## config.mk

```make
export PLATFORM = sky130hd
export DESIGN_NAME = mul_div_sequencer
export DESIGN_NICKNAME = d
export VERILOG_FILES = /design/src/hdl/seq_pkg.sv /design/src/hdl/phase_gen.sv /design/src/hdl/adder_unit.sv /design/src/hdl/mul_div_sequencer.sv
export SDC_FILE = /design/constraint.sdc
export NUM_CORES = 1
export LEC_CHECK = 0
export BUFFER_PORTS_ARGS = -buffer_cell sky130_fd_sc_hd__buf_2
export CORE_UTILIZATION = 53
export DETAILED_ROUTE_END_ITERATION = 12
export PLACE_DENSITY = 0.78
export SLEW_MARGIN = 20
export SYNTH_ARGS = -nofsm -noshare
export SYNTH_HDL_FRONTEND = slang
export SYNTH_SLANG_ARGS = --single-unit
```

## constraint.sdc

```tcl
create_clock -name pclk -period 4 [get_ports pclk]
set_input_delay 1.2 -clock pclk [delete_from_list [all_inputs] [get_ports pclk]]
set_output_delay 1.2 -clock pclk [all_outputs]
set_load 0.01 [all_outputs]
```

## src/hdl/seq_pkg.sv

```systemverilog
// Purpose: Shared constants, types and register map of the sequencer.
// Assumes: One clock, pclk at 25 MHz, asynchronous active-low reset.
// Notes: Contract
package seq_pkg;
  localparam int WORD_W = 24;
  localparam int ADDR_W = 13;
  localparam int COUNT_W = 5;
  localparam logic [COUNT_W-1:0] ITERATION_START = 5'h17;
  localparam logic [COUNT_W-1:0] COUNT_RESET = 5'h00;
  localparam logic [7:0] CONTROL_OFFSET = 8'h00;
  localparam logic [7:0] OPERAND_OFFSET = 8'h04;
  localparam logic [7:0] ACCUMULATOR_OFFSET = 8'h08;
  localparam logic [7:0] EXTENSION_OFFSET = 8'h0c;
  localparam logic [7:0] STATUS_OFFSET = 8'h10;
  localparam logic [7:0] BUFFER_OFFSET = 8'h14;
  localparam int STATUS_BUSY_BIT = 0;
  localparam int STATUS_OVERFLOW_BIT = 1;
  localparam int STATUS_CARRY_BIT = 2;
  localparam int STATUS_COUNT_LSB = 4;
  localparam logic [WORD_W-1:0] WORD_RESET = 24'h000000;
  localparam logic [ADDR_W-1:0] ADDR_RESET = 13'h0000;

  typedef enum logic [1:0] {op_none, double_store_op, multiply_op,
    divide_op} op_t;
  typedef enum {ph_t1, ph_t2, ph_t3, ph_t4, ph_t5} phase_t;
  typedef enum {seq_idle, seq_store_ext, seq_store_acc, seq_fetch_tail,
    seq_mul_fetch, seq_mul_add, seq_mul_final, seq_div_fetch,
    seq_div_trial, seq_div_iter, seq_div_final} seq_state_t;

  typedef struct packed {
    logic [WORD_W-1:0] a;
    logic [WORD_W-1:0] b;
    logic carry_in;
  } adder_in_t;

  typedef struct packed {
    logic [WORD_W-1:0] sum;
    logic carry_out;
  } adder_out_t;

  typedef struct packed {
    logic [ADDR_W-1:0] addr;
    logic read_strobe;
    logic memory_write_strobe;
    logic [WORD_W-1:0] write_data;
    logic data_valid;
  } mem_req_t;
endpackage : seq_pkg

```

## src/hdl/phase_gen.sv

```systemverilog
// Purpose: Five-phase memory cycle timing.
// Assumes: Runs freely from reset release.
// Notes: The phase shows T1 in the first cycle after reset.
module phase_gen (
  input wire logic pclk,
  input wire logic presetn,
  output seq_pkg::phase_t phase
);
  always_ff @(posedge pclk or negedge presetn)
  begin
    if (!presetn)
    begin
      phase <= seq_pkg::ph_t1;
    end
    else
    begin
      unique case (phase)
        seq_pkg::ph_t1: phase <= seq_pkg::ph_t2;
        seq_pkg::ph_t2: phase <= seq_pkg::ph_t3;
        seq_pkg::ph_t3: phase <= seq_pkg::ph_t4;
        seq_pkg::ph_t4: phase <= seq_pkg::ph_t5;
        seq_pkg::ph_t5: phase <= seq_pkg::ph_t1;
      endcase
    end
  end
endmodule : phase_gen

```

## src/hdl/adder_unit.sv

```systemverilog
// Purpose: Shared 24-bit adder with carry in and carry out.
// Assumes: Operand gating is done by the sequencer.
// Notes: Purely combinational.
module adder_unit (
  input seq_pkg::adder_in_t operands,
  output seq_pkg::adder_out_t result
);
  logic [seq_pkg::WORD_W:0] total;

  assign total = {1'b0, operands.a} + {1'b0, operands.b}
    + {{seq_pkg::WORD_W{1'b0}}, operands.carry_in};
  assign result.sum = total[seq_pkg::WORD_W-1:0];
  assign result.carry_out = total[seq_pkg::WORD_W];
endmodule : adder_unit

```

## src/hdl/mul_div_sequencer.sv

```systemverilog
// Purpose: Double-store, multiply and divide execution sequencer.
// Assumes: APB slave for software; one memory operation per memory cycle.
// Notes: Actions named for a phase take effect at the edge ending it.
//
// The address map and the APB register port were chosen for this implementation.
module mul_div_sequencer (
  input wire logic pclk,
  input wire logic presetn,
  input wire logic psel,
  input wire logic penable,
  input wire logic pwrite,
  input wire logic [7:0] paddr,
  input wire logic [31:0] pwdata,
  output logic [31:0] prdata,
  output logic pready,
  output logic pslverr,
  input wire logic [23:0] mem_read_data,
  output seq_pkg::mem_req_t mem_req
);
  seq_pkg::phase_t phase;
  seq_pkg::seq_state_t state;
  seq_pkg::op_t pending_op;
  seq_pkg::adder_in_t adder_in;
  seq_pkg::adder_out_t adder_out;
  logic [23:0] accumulator;
  logic [23:0] extension;
  logic [23:0] buffer;
  logic [12:0] operand_address;
  logic [4:0] iteration_counter;
  logic carry_flag;
  logic overflow_flag;
  logic extension_to_adder_a;
  logic accumulator_to_adder_a;
  logic buffer_to_adder_b;
  logic inverted_buffer_to_adder_b;
  logic busy;
  logic apb_write;
  logic apb_read;
  logic mapped;
  logic t1;
  logic t2;
  logic t4;
  logic t5;
  logic counter_zero;
  logic first_mul_iteration;
  logic store_state;
  logic fetch_state;
  logic [31:0] next_prdata;

  phase_gen timing (
    .pclk(pclk),
    .presetn(presetn),
    .phase(phase)
  );

  adder_unit adder (
    .operands(adder_in),
    .result(adder_out)
  );

  assign t1 = (phase == seq_pkg::ph_t1);
  assign t2 = (phase == seq_pkg::ph_t2);
  assign t4 = (phase == seq_pkg::ph_t4);
  assign t5 = (phase == seq_pkg::ph_t5);
  assign counter_zero = (iteration_counter == seq_pkg::COUNT_RESET);
  assign first_mul_iteration =
    (iteration_counter == seq_pkg::ITERATION_START);
  assign busy = (state != seq_pkg::seq_idle)
    || (pending_op != seq_pkg::op_none);
  assign store_state = (state == seq_pkg::seq_store_ext)
    || (state == seq_pkg::seq_store_acc);
  assign fetch_state = (state == seq_pkg::seq_mul_fetch)
    || (state == seq_pkg::seq_div_fetch);
  assign apb_write = psel && penable && pready && pwrite;
  assign apb_read = psel && penable && !pready && !pwrite;

  always_comb
  begin
    extension_to_adder_a = 1'b0;
    accumulator_to_adder_a = 1'b0;
    buffer_to_adder_b = 1'b0;
    inverted_buffer_to_adder_b = 1'b0;
    unique case (state)
      seq_pkg::seq_store_ext: extension_to_adder_a = 1'b1;
      seq_pkg::seq_store_acc: accumulator_to_adder_a = 1'b1;
      seq_pkg::seq_mul_add:
      begin
        accumulator_to_adder_a = 1'b1;
        buffer_to_adder_b = 1'b1;
      end
      seq_pkg::seq_div_trial, seq_pkg::seq_div_iter,
      seq_pkg::seq_div_final:
      begin
        accumulator_to_adder_a = 1'b1;
        inverted_buffer_to_adder_b = 1'b1;
      end
      seq_pkg::seq_idle, seq_pkg::seq_fetch_tail, seq_pkg::seq_mul_fetch,
      seq_pkg::seq_mul_final, seq_pkg::seq_div_fetch:
      begin
        extension_to_adder_a = 1'b0;
      end
    endcase
  end

  always_comb
  begin
    adder_in.a = seq_pkg::WORD_RESET;
    if (extension_to_adder_a)
    begin
      adder_in.a = extension;
    end
    else if (accumulator_to_adder_a)
    begin
      adder_in.a = accumulator;
    end
    adder_in.b = seq_pkg::WORD_RESET;
    if (buffer_to_adder_b)
    begin
      adder_in.b = buffer;
    end
    else if (inverted_buffer_to_adder_b)
    begin
      adder_in.b = ~buffer;
    end
    adder_in.carry_in = inverted_buffer_to_adder_b;
  end

  // Sequencing: state moves at T5, or at T1 when the counter has run out.
  always_ff @(posedge pclk or negedge presetn)
  begin
    if (!presetn)
    begin
      state <= seq_pkg::seq_idle;
    end
    else
    begin
      unique case (state)
        seq_pkg::seq_idle:
        begin
          if (t5)
          begin
            unique case (pending_op)
              seq_pkg::double_store_op: state <= seq_pkg::seq_store_ext;
              seq_pkg::multiply_op: state <= seq_pkg::seq_mul_fetch;
              seq_pkg::divide_op: state <= seq_pkg::seq_div_fetch;
              seq_pkg::op_none: state <= seq_pkg::seq_idle;
            endcase
          end
        end
        seq_pkg::seq_store_ext:
        begin
          if (t5)
          begin
            state <= seq_pkg::seq_store_acc;
          end
        end
        seq_pkg::seq_store_acc:
        begin
          if (t5)
          begin
            state <= seq_pkg::seq_fetch_tail;
          end
        end
        seq_pkg::seq_fetch_tail, seq_pkg::seq_mul_final,
        seq_pkg::seq_div_final:
        begin
          if (t5)
          begin
            state <= seq_pkg::seq_idle;
          end
        end
        seq_pkg::seq_mul_fetch:
        begin
          if (t5)
          begin
            state <= seq_pkg::seq_mul_add;
          end
        end
        seq_pkg::seq_mul_add:
        begin
          if (t1 && counter_zero)
          begin
            state <= seq_pkg::seq_mul_final;
          end
        end
        seq_pkg::seq_div_fetch:
        begin
          if (t5)
          begin
            state <= seq_pkg::seq_div_trial;
          end
        end
        seq_pkg::seq_div_trial:
        begin
          if (t5)
          begin
            // An overflowing or zero-divisor trial skips to the fetch.
            if (adder_out.carry_out || (buffer == seq_pkg::WORD_RESET))
            begin
              state <= seq_pkg::seq_fetch_tail;
            end
            else
            begin
              state <= seq_pkg::seq_div_iter;
            end
          end
        end
        seq_pkg::seq_div_iter:
        begin
          if (t1 && counter_zero)
          begin
            state <= seq_pkg::seq_div_final;
          end
        end
      endcase
    end
  end

  always_ff @(posedge pclk or negedge presetn)
  begin
    if (!presetn)
    begin
      pending_op <= seq_pkg::op_none;
    end
    else if (state == seq_pkg::seq_idle && t5 && busy)
    begin
      pending_op <= seq_pkg::op_none;
    end
    else if (apb_write && !busy && paddr == seq_pkg::CONTROL_OFFSET)
    begin
      pending_op <= seq_pkg::op_t'(pwdata[1:0]);
    end
  end

  always_ff @(posedge pclk or negedge presetn)
  begin
    if (!presetn)
    begin
      operand_address <= seq_pkg::ADDR_RESET;
    end
    else if (apb_write && !busy && paddr == seq_pkg::OPERAND_OFFSET)
    begin
      operand_address <= pwdata[12:0];
    end
  end

  always_ff @(posedge pclk or negedge presetn)
  begin
    if (!presetn)
    begin
      accumulator <= seq_pkg::WORD_RESET;
    end
    else if (apb_write && !busy && paddr == seq_pkg::ACCUMULATOR_OFFSET)
    begin
      accumulator <= pwdata[23:0];
    end
    else if (state == seq_pkg::seq_mul_fetch && t4)
    begin
      accumulator <= seq_pkg::WORD_RESET;
    end
    else if (state == seq_pkg::seq_mul_add && t1 && !first_mul_iteration)
    begin
      accumulator <= {1'b0, accumulator[23:1]};
    end
    else if (state == seq_pkg::seq_mul_add && t5 && extension[0])
    begin
      accumulator <= adder_out.sum;
    end
    else if (state == seq_pkg::seq_mul_final && t5)
    begin
      accumulator <= {1'b0, accumulator[23:1]};
    end
    else if (state == seq_pkg::seq_div_iter && t1)
    begin
      accumulator <= {accumulator[22:0], extension[23]};
    end
    else if ((state == seq_pkg::seq_div_iter
      || state == seq_pkg::seq_div_final) && t5 && adder_out.carry_out)
    begin
      accumulator <= adder_out.sum;
    end
  end

  always_ff @(posedge pclk or negedge presetn)
  begin
    if (!presetn)
    begin
      extension <= seq_pkg::WORD_RESET;
    end
    else if (apb_write && !busy && paddr == seq_pkg::EXTENSION_OFFSET)
    begin
      extension <= pwdata[23:0];
    end
    else if (state == seq_pkg::seq_mul_fetch && t4)
    begin
      extension <= accumulator;
    end
    else if ((state == seq_pkg::seq_mul_add && t1 && !first_mul_iteration)
      || (state == seq_pkg::seq_mul_final && t5))
    begin
      extension <= {accumulator[0], extension[23:1]};
    end
    else if (state == seq_pkg::seq_div_iter && t1)
    begin
      extension <= {extension[22:0], carry_flag};
    end
    else if (state == seq_pkg::seq_div_final && t5)
    begin
      // The last quotient bit is the carry being stored at this edge.
      extension <= {extension[22:0], adder_out.carry_out};
    end
  end

  always_ff @(posedge pclk or negedge presetn)
  begin
    if (!presetn)
    begin
      buffer <= seq_pkg::WORD_RESET;
    end
    else if (store_state && t4)
    begin
      buffer <= adder_out.sum;
    end
    else if (fetch_state && t4)
    begin
      buffer <= mem_read_data;
    end
  end

  always_ff @(posedge pclk or negedge presetn)
  begin
    if (!presetn)
    begin
      iteration_counter <= seq_pkg::COUNT_RESET;
    end
    else if (fetch_state && t1)
    begin
      iteration_counter <= seq_pkg::ITERATION_START;
    end
    else if ((state == seq_pkg::seq_mul_add
      || state == seq_pkg::seq_div_iter) && t5 && !counter_zero)
    begin
      iteration_counter <= iteration_counter - 5'h01;
    end
  end

  always_ff @(posedge pclk or negedge presetn)
  begin
    if (!presetn)
    begin
      carry_flag <= 1'b0;
    end
    else if ((state == seq_pkg::seq_div_trial
      || state == seq_pkg::seq_div_iter
      || state == seq_pkg::seq_div_final) && t5)
    begin
      carry_flag <= adder_out.carry_out;
    end
  end

  // The trial load wins over a software clear in the same cycle.
  always_ff @(posedge pclk or negedge presetn)
  begin
    if (!presetn)
    begin
      overflow_flag <= 1'b0;
    end
    else if (state == seq_pkg::seq_div_trial && t5)
    begin
      overflow_flag <= adder_out.carry_out
        || (buffer == seq_pkg::WORD_RESET);
    end
    else if (apb_write && paddr == seq_pkg::STATUS_OFFSET
      && pwdata[seq_pkg::STATUS_OVERFLOW_BIT])
    begin
      overflow_flag <= 1'b0;
    end
  end

  // Memory requests are registered one phase early so that they stand
  // at the pins during the named phase.
  always_ff @(posedge pclk or negedge presetn)
  begin
    if (!presetn)
    begin
      mem_req <= '0;
    end
    else if (t2 && store_state)
    begin
      mem_req.addr <= operand_address
        | {12'h000, state == seq_pkg::seq_store_ext};
      mem_req.memory_write_strobe <= 1'b1;
    end
    else if (t2 && fetch_state)
    begin
      mem_req.addr <= operand_address;
      mem_req.read_strobe <= 1'b1;
    end
    else if (t4 && store_state)
    begin
      mem_req.write_data <= adder_out.sum;
      mem_req.data_valid <= 1'b1;
    end
    else if (t4)
    begin
      mem_req.read_strobe <= 1'b0;
    end
    else if (t5)
    begin
      mem_req.memory_write_strobe <= 1'b0;
      mem_req.data_valid <= 1'b0;
    end
  end

  always_comb
  begin
    next_prdata = 32'h00000000;
    mapped = 1'b1;
    unique case (paddr)
      seq_pkg::CONTROL_OFFSET: next_prdata = {30'h0, pending_op};
      seq_pkg::OPERAND_OFFSET: next_prdata = {19'h0, operand_address};
      seq_pkg::ACCUMULATOR_OFFSET: next_prdata = {8'h00, accumulator};
      seq_pkg::EXTENSION_OFFSET: next_prdata = {8'h00, extension};
      seq_pkg::BUFFER_OFFSET: next_prdata = {8'h00, buffer};
      seq_pkg::STATUS_OFFSET:
      begin
        next_prdata[seq_pkg::STATUS_BUSY_BIT] = busy;
        next_prdata[seq_pkg::STATUS_OVERFLOW_BIT] = overflow_flag;
        next_prdata[seq_pkg::STATUS_CARRY_BIT] = carry_flag;
        next_prdata[seq_pkg::STATUS_COUNT_LSB +: 5] = iteration_counter;
      end
      default: mapped = 1'b0;
    endcase
  end

  // One wait state keeps read data and error straight from flip-flops.
  always_ff @(posedge pclk or negedge presetn)
  begin
    if (!presetn)
    begin
      pready <= 1'b0;
      pslverr <= 1'b0;
      prdata <= 32'h00000000;
    end
    else
    begin
      pready <= psel && penable && !pready;
      pslverr <= psel && penable && !pready && !mapped;
      if (apb_read)
      begin
        prdata <= next_prdata;
      end
    end
  end
endmodule : mul_div_sequencer

```

Word level (Yosys, flattened, before mapping)
Index checks and enable logic that the tools add are counted.
Word-level totals
  input port bits: 69
  output and inout bits: 74
  word-level logic and storage cells: 210
  flip-flop bits (word level): 232
Operators by class
  multiplexer cells: 57
  eq/ne operators: 49
  reductions and logical operators: 79
  $add $sub $neg: 3
  bitwise gates (word level): 4
Operators by type and width (number)
  24-bit 2-to-1 mux: 19
  32-bit 2-to-1 mux: 9
  32-bit one-hot mux with 9 select lines: 1
  32-bit by 4-bit == test with 1-bit output (second input constant): 8
  32-bit by 3-bit == test with 1-bit output (second input constant): 7
  32-bit by 2-bit == test with 1-bit output (second input constant): 6
  32-bit one-hot mux with 5 select lines: 1
  32-bit zero test: 4
  32-bit one-hot mux with 4 select lines: 1
  32-bit by 5-bit == test with 1-bit output (second input constant): 3
  32-bit by 1-bit == test with 1-bit output (second input constant): 2
  15-bit one-hot mux with 4 select lines: 1
  1-bit logical AND: 35
  32-bit nonzero test: 1
  13-bit 2-to-1 mux: 2
  26-bit 2-to-1 mux: 1
  24-bit by 24-bit adder with 25-bit output: 1
  25-bit by 1-bit adder with 25-bit output: 1
  5-bit one-hot mux with 5 select lines: 1
  24-bit zero test: 1
  24-bit NOT: 1
  2-bit inequality test (second input constant): 10
  3-bit one-hot mux with 6 select lines: 1
  2-bit nonzero test: 9
  other kinds (28): 66

Depth between registers and ports, before layout
  depth in word-level cells: 15
  gate-level depth with buffers: 17
  mapped depth without buffers: 14

Cells and area by module
From an unflattened synthesis, not the netlist that was laid out.
Second synthesis, totals
  cell total of the unflattened synthesis: 1172
  area, all modules: 11024.3 µm²
Modules (own cells, without submodules)
  mul_div_sequencer: sequential area each 4103.9 µm², instances 1, area each 9401.5 µm², cells each 962
  adder_unit: sequential area each 0.0 µm², instances 1, area each 1292.5 µm², cells each 171
  phase_gen: sequential area each 75.1 µm², instances 1, area each 330.3 µm², cells each 39

Worst setup path after synthesis
Ideal clock, no wire load.
  path kind: register to register
  start point: reg state[2]
  end point: reg accumulator[18]
  required time: 3.871 ns
  period minus slack after synthesis: 3.765 ns
  arrival time: 3.636 ns
  stages on the path, launching flop included: 16
  setup slack: 0.235 ns
  buffers on the path: 1
  cell sequence: dfrtp_1 -> clkbuf_1 -> nor2b_1 -> a21oi_1 -> o22ai_1 -> a22o_1 -> fa_1 -> fa_1 -> a211oi_1 -> o21ai_0 -> and4b_1 -> o21ai_0 -> a31oi_1 -> xor2_1 -> a221oi_1 -> a21oi_1
Between the ends
  longest elaborated chain between the ends: 14
Ends and longest elaborated chain
  from (decl): line mul_div_sequencer.sv:21  | seq_pkg::seq_state_t state;
  from (signal assigned): line mul_div_sequencer.sv:133  | state <= seq_pkg::seq_idle;
  from (signal assigned): line mul_div_sequencer.sv:143  | seq_pkg::double_store_op: state <= seq_pkg::seq_store_ext;
  from (signal assigned): line mul_div_sequencer.sv:144  | seq_pkg::multiply_op: state <= seq_pkg::seq_mul_fetch;
  32-bit by 4-bit == test with 1-bit output, or another cell as far along: line mul_div_sequencer.sv:83  | unique case (state)
  5-bit OR reduction (no source line) / 3-bit OR reduction (equally long branches)
  1-bit 2-to-1 mux: line mul_div_sequencer.sv:83
  24-bit 2-to-1 mux, on equally long branches: line mul_div_sequencer.sv:112, mul_div_sequencer.sv:121
  24-bit 2-to-1 mux, on equally long branches: line mul_div_sequencer.sv:108, mul_div_sequencer.sv:117
  24-bit by 24-bit adder with 25-bit output: line adder_unit.sv:10  | assign total = {1'b0, operands.a} + {1'b0, operands.b}
  25-bit by 1-bit adder with 25-bit output: line adder_unit.sv:11  | + {{seq_pkg::WORD_W{1'b0}}, operands.carry_in};
  24-bit 2-to-1 mux: line mul_div_sequencer.sv:277  | else if ((state == seq_pkg::seq_div_iter
  24-bit 2-to-1 mux: line mul_div_sequencer.sv:273  | else if (state == seq_pkg::seq_div_iter && t1)
  24-bit 2-to-1 mux: line mul_div_sequencer.sv:269  | else if (state == seq_pkg::seq_mul_final && t5)
  24-bit 2-to-1 mux: line mul_div_sequencer.sv:265  | else if (state == seq_pkg::seq_mul_add && t5 && extension[0])
  24-bit 2-to-1 mux: line mul_div_sequencer.sv:261  | else if (state == seq_pkg::seq_mul_add && t1 && !first_mul_iteration)
  24-bit 2-to-1 mux: line mul_div_sequencer.sv:257  | else if (state == seq_pkg::seq_mul_fetch && t4)
  24-bit 2-to-1 mux: line mul_div_sequencer.sv:253  | else if (apb_write && !busy && paddr == seq_pkg::ACCUMULATOR_OFFSET)
  to (signal assigned): line mul_div_sequencer.sv:255  | accumulator <= pwdata[23:0];
  to (signal assigned): line mul_div_sequencer.sv:259  | accumulator <= seq_pkg::WORD_RESET;
  to (signal assigned): line mul_div_sequencer.sv:263  | accumulator <= {1'b0, accumulator[23:1]};
  to (decl): line mul_div_sequencer.sv:25  | logic [23:0] accumulator;
Several ways; a longest one is shown, not always the timed one. The select of a mux whose other input is x is not followed.
A chain may end at the register's enable or synchronous reset.

Final worst setup path
  start point: reg state[0]
  end point: reg buffer[18]
Between the ends
  longest elaborated chain between the ends: 8
Ends and longest elaborated chain
  32-bit by 4-bit == test with 1-bit output, or another cell as far along: line mul_div_sequencer.sv:83
  5-bit OR reduction (no source line) / 3-bit OR reduction (equally long branches)
  1-bit 2-to-1 mux: line mul_div_sequencer.sv:83
  24-bit 2-to-1 mux, on equally long branches: line mul_div_sequencer.sv:112, mul_div_sequencer.sv:121
  24-bit 2-to-1 mux, on equally long branches: line mul_div_sequencer.sv:108, mul_div_sequencer.sv:117
  24-bit by 24-bit adder with 25-bit output: line adder_unit.sv:10
  25-bit by 1-bit adder with 25-bit output: line adder_unit.sv:11
  24-bit 2-to-1 mux: line mul_div_sequencer.sv:320  | else if (store_state && t4)
  to (signal assigned): line mul_div_sequencer.sv:318  | buffer <= seq_pkg::WORD_RESET;
  to (signal assigned): line mul_div_sequencer.sv:322  | buffer <= adder_out.sum;
  to (signal assigned): line mul_div_sequencer.sv:326  | buffer <= mem_read_data;
  to (decl): line mul_div_sequencer.sv:27  | logic [23:0] buffer;
Several ways; a longest one is shown, not always the timed one.

==> impl_metrics.xml <==
<?xml version="1.0" encoding="UTF-8"?>
<metrics>
  <group name="synthesis">
    <metric name="yosys.cell_count.top_type" unit="">nand2_1</metric>
    <metric name="synth.area.top_cells" unit="">dfrtp_1 (42%), nand2_1 (7.2%), a21oi_1 (4.5%)</metric>
    <metric name="area_share_of_the_leading_cell_type_in_the_synthesized_netlist" unit="%">41.6</metric>
    <metric name="ys_async_sr_fraction" unit="%">100</metric>
    <metric name="synth-edff-count" unit="">0</metric>
    <metric name="synth_seq_area_share" unit="%">41.6</metric>
    <metric name="yosys.cell_types.count" unit="">69</metric>
    <metric name="yosys_most_used_dff" unit="">dfrtp_1</metric>
    <metric name="post-synth-top-area-cell" unit="">dfrtp_1</metric>
    <metric name="syn-instance-count" unit="">1175</metric>
    <metric name="syn_area" unit="sq um">10100</metric>
    <metric name="synthTopCellsByCount" unit="">nand2_1 (192), dfrtp_1 (167), nor2_1 (115), a21oi_1 (90), o21ai_0 (87)</metric>
    <metric name="syn_area_per_cell" unit="sq um">8.56</metric>
    <metric name="ys_seq_elements" unit="">167</metric>
    <metric name="yosysWarnings" unit="">0</metric>
  </group>
  <group name="clock_network">
    <metric name="post_cts.repair.setup_buffers" unit="">0</metric>
    <metric name="clkTransAtPathRegs" unit="ps">70</metric>
    <metric name="cts-buffers-inserted" unit="">17</metric>
    <metric name="clock_latency" unit="ps">440</metric>
    <metric name="cts_tree" unit="">yes</metric>
    <metric name="cts_buffer_depth" unit="">2</metric>
    <metric name="clock_tree.htree_level_count" unit="">4</metric>
    <metric name="cts_num_sinks" unit="">167</metric>
    <metric name="cts.root.buffer_cell" unit="">clkbuf_16</metric>
    <metric name="holdBufCountCts" unit="">0</metric>
  </group>
  <group name="power_and_ir_drop">
    <metric name="cellPowerDensity" unit="nW/um^2">678</metric>
    <metric name="p_leak" unit="uW">0.00549</metric>
    <metric name="vdd_drop_max" unit="mV">0.389</metric>
  </group>
  <group name="placement">
    <metric name="place_inst" unit="">1512</metric>
    <metric name="port-buffer-count" unit="">126</metric>
    <metric name="place.gp.congestion" unit="">1.00</metric>
    <metric name="place_hpwl" unit="um">23000</metric>
    <metric name="placement.setup.worst_slack" unit="ps">103</metric>
  </group>
  <group name="floorplan">
    <metric name="coreArea" unit="sq um">18600</metric>
    <metric name="initial_core_utilization" unit="%">53.9</metric>
    <metric name="die-area" unit="sq um">19500</metric>
    <metric name="core.rowCount" unit="">50</metric>
    <metric name="num_io_pins" unit="">143</metric>
    <metric name="die_boundary_height" unit="um">140</metric>
    <metric name="die_width" unit="um">140</metric>
  </group>
  <group name="route">
    <metric name="routedWlPerCell" unit="um">20.7</metric>
    <metric name="vias_per_cell" unit="">6.60</metric>
    <metric name="drt_wl_total" unit="um">32000</metric>
    <metric name="drc_errors" unit="">0</metric>
    <metric name="iter_0_drt_violations" unit="">1537</metric>
    <metric name="detailedRoute.firstPassIterationCount" unit="">7</metric>
    <metric name="final_antenna_net_count" unit="">0</metric>
    <metric name="via_count" unit="">10200</metric>
  </group>
  <group name="job">
    <metric name="timing.max_cap.violations" unit="">0</metric>
  </group>
  <group name="cells_and_area">
    <metric name="layout-drive-gt1-share" unit="%">19.3</metric>
    <metric name="final_cells" unit="">1546</metric>
    <metric name="layout_filler_cell_count" unit="">1611</metric>
    <metric name="regArea" unit="sq um">4180</metric>
    <metric name="multi_input_comb_area" unit="sq um">5600</metric>
    <metric name="flow.area_growth_from_synthesis" unit="%">16.3</metric>
    <metric name="antenna-diode-count" unit="">0</metric>
    <metric name="finish.net_count" unit="">1396</metric>
  </group>
  <group name="critical_path">
    <metric name="startpoint_to_endpoint_class_of_the_critical_path" unit="">reg -&gt; reg</metric>
    <metric name="r2r-start" unit="">state[0]</metric>
    <metric name="reg2reg_setup_slack" unit="ps">220</metric>
    <metric name="worstSetupStartpoint" unit="">state[0]</metric>
    <metric name="regToRegEndpoint" unit="">buffer[18]</metric>
    <metric name="cp_max_fo" unit="">8</metric>
    <metric name="worst-endpoint-required" unit="ps">4370</metric>
    <metric name="timing.critical_path.from_type" unit="">register</metric>
    <metric name="crit_path_end_kind" unit="">register</metric>
    <metric name="cp_data_arrival_time" unit="ps">4150</metric>
    <metric name="reg2reg_depth" unit="">14</metric>
    <metric name="endpoint" unit="">buffer[18]</metric>
  </group>
  <group name="timing">
    <metric name="final.min_clock_period" unit="ps">3780</metric>
    <metric name="timing.slew.headroom" unit="%">25.2</metric>
    <metric name="max_freq" unit="MHz">265</metric>
    <metric name="min_period_over_period" unit="%">94.5</metric>
    <metric name="finalMaxSlewViolations" unit="">0</metric>
    <metric name="timing.hold.ws" unit="ps">473</metric>
    <metric name="worst_margin_pin_slew" unit="ps">1120</metric>
    <metric name="report.final.setup_viol" unit="">0</metric>
    <metric name="clock_skew" unit="ps">10.9</metric>
    <metric name="setup_total_negative_slack" unit="ps">0</metric>
    <metric name="worst_slack" unit="ps">221</metric>
    <metric name="unrepaired_setup_endpoints_after_global_routing" unit="">no</metric>
    <metric name="hold_violations" unit="">0</metric>
  </group>
  <group name="min_path">
    <metric name="min-delay-path-class" unit="">reg -&gt; reg</metric>
  </group>
  <group name="outcome">
    <metric name="outcome" unit="">complete, no violations</metric>
  </group>
  <group name="global_routing">
    <metric name="vias_in_the_first_global_route" unit="">9224</metric>
    <metric name="maximum_number_of_pins_on_one_net_before_global_route_repair" unit="">67</metric>
    <metric name="global_route_wire_length_before_repair" unit="um">50100</metric>
    <metric name="grt_overflow" unit="">0</metric>
    <metric name="number_of_antenna_violations_at_the_first_check_in_global_routing" unit="">0</metric>
    <metric name="globalRouteTotalUtil" unit="%">32.7</metric>
  </group>
</metrics>
==> state kept, by name (all words and copies together), names as in the netlist <==
| name | cells |
|---|---|
| mem_req | 40 |
| accumulator | 24 |
| buffer | 24 |
| extension | 24 |
| prdata | 24 |
| operand_address | 13 |
| iteration_counter | 5 |
| state | 4 |
| timing.phase | 3 |
| pending_op | 2 |
| carry_flag | 1 |
| overflow_flag | 1 |
| pready | 1 |
| pslverr | 1 |
==> per-layer routing <==
| layer | global-route usage [%] | routed length (um) | vias up |
|---|---|---|---|
| met5 | 0 | 0 | - |
| met4 | 11.4 | 995 | 0 |
| met3 | 6.81 | 3570 | 87 |
| met2 | 47.1 | 13400 | 690 |
| met1 | 48.6 | 14100 | 4825 |
| li1 | - | - | 4599 |
==> worst min-delay path by stage <==
stage | start | endpoint | cells past startpoint
6_report | prdata[1] | prdata[1] | 2
5_1_grt | prdata[1] | prdata[1] | 2
4_1_cts | mem_req[5] | mem_req[5] | 2
3_5_place_dp | mem_req[16] | mem_req[16] | 2
3_3_place_gp | prdata[10] | prdata[10] | 1
2_1_floorplan | overflow_flag | overflow_flag | 2
==> critical path, stage by stage, from the launching register on <==
cell and delay (ps):
dfrtp_2 440, inv_1 140, nand2_1 130, o22ai_1 130, a22o_1 230, fa_1 490, fa_1 490, a211oi_2 300
o21ai_0 170, and4b_1 230, o21ai_0 200, a31oi_1 130, xor2_1 350, nand2_1 140, a21oi_1 130
==> cells in the final DEF (no fill, tap or decap), drive strengths merged, types with 7 or more instances in the layout <==
cell    count
clkinv      8
xor2       13
nand3      30
a222oi     22
a22oi      18
xnor2      14
dfrtp     167
nand2     192
a31oi      38
a21o       20
or3         9
nor2      115
clkbuf     17
a221oi      8
a22o       38
ha         26
nor3       27
o22ai      32
o211ai     18
a21oi      90
conb        8
o21ai      92
nor4        9
buf       173
o21a        9
mux2       27
nor2b       7
inv        17
==> logic make-up after synthesis <==
logic type | Yosys count | share of synthesized area, %
simple gates | 419 | 18.2
compound gates | 418 | 27.4
flops | 167 | 41.6
buf+inv | 88 | 3.86
fa+ha+maj | 28 | 3.63
xor+xnor | 27 | 2.35
mux | 27 | 3.02
other cells | 1 | 0.0373
==> report_power, final <==
| group | leakage (uW) | internal (uW) | total, uW | switching (uW) |
|---|---|---|---|---|
| Combinational | 0.00309 | 1300 | 3280 | 1980 |
| Clock | 0.000288 | 873 | 1640 | 765 |
| Sequential | 0.00211 | 2190 | 3000 | 807 |
| Total | 0.00549 | 4370 | 7920 | 3550 |
==> through the flow <==
stage	util, %	total power, uW	instance area (sq um)
finish	62.7	7920	11700
floorplan	-	4910	10100
global route	62.7	8330	11700
detailed placement	59.3	6060	11100
global placement	59.3	5980	11100
CTS	62.4	7710	11600
==> cell type report <==
| type | count | area share, % |
|---|---|---|
| multi-input combinational | 929 | 47.9 |
| tap | 234 | 2.50 |
| clock buffer | 17 | 3.64 |
| inverter | 11 | 0.353 |
| sequential | 167 | 35.8 |
| timing repair buffer | 173 | 8.64 |
| clock inverter | 15 | 1.21 |
==> what timing repair did <==
action | CTS | global route
setup endpoints to repair | 0 | 39
resized for setup | 0 | 9
hold endpoints to repair | 0 | 0
No activity file was read; power rests on OpenSTA's default activity.
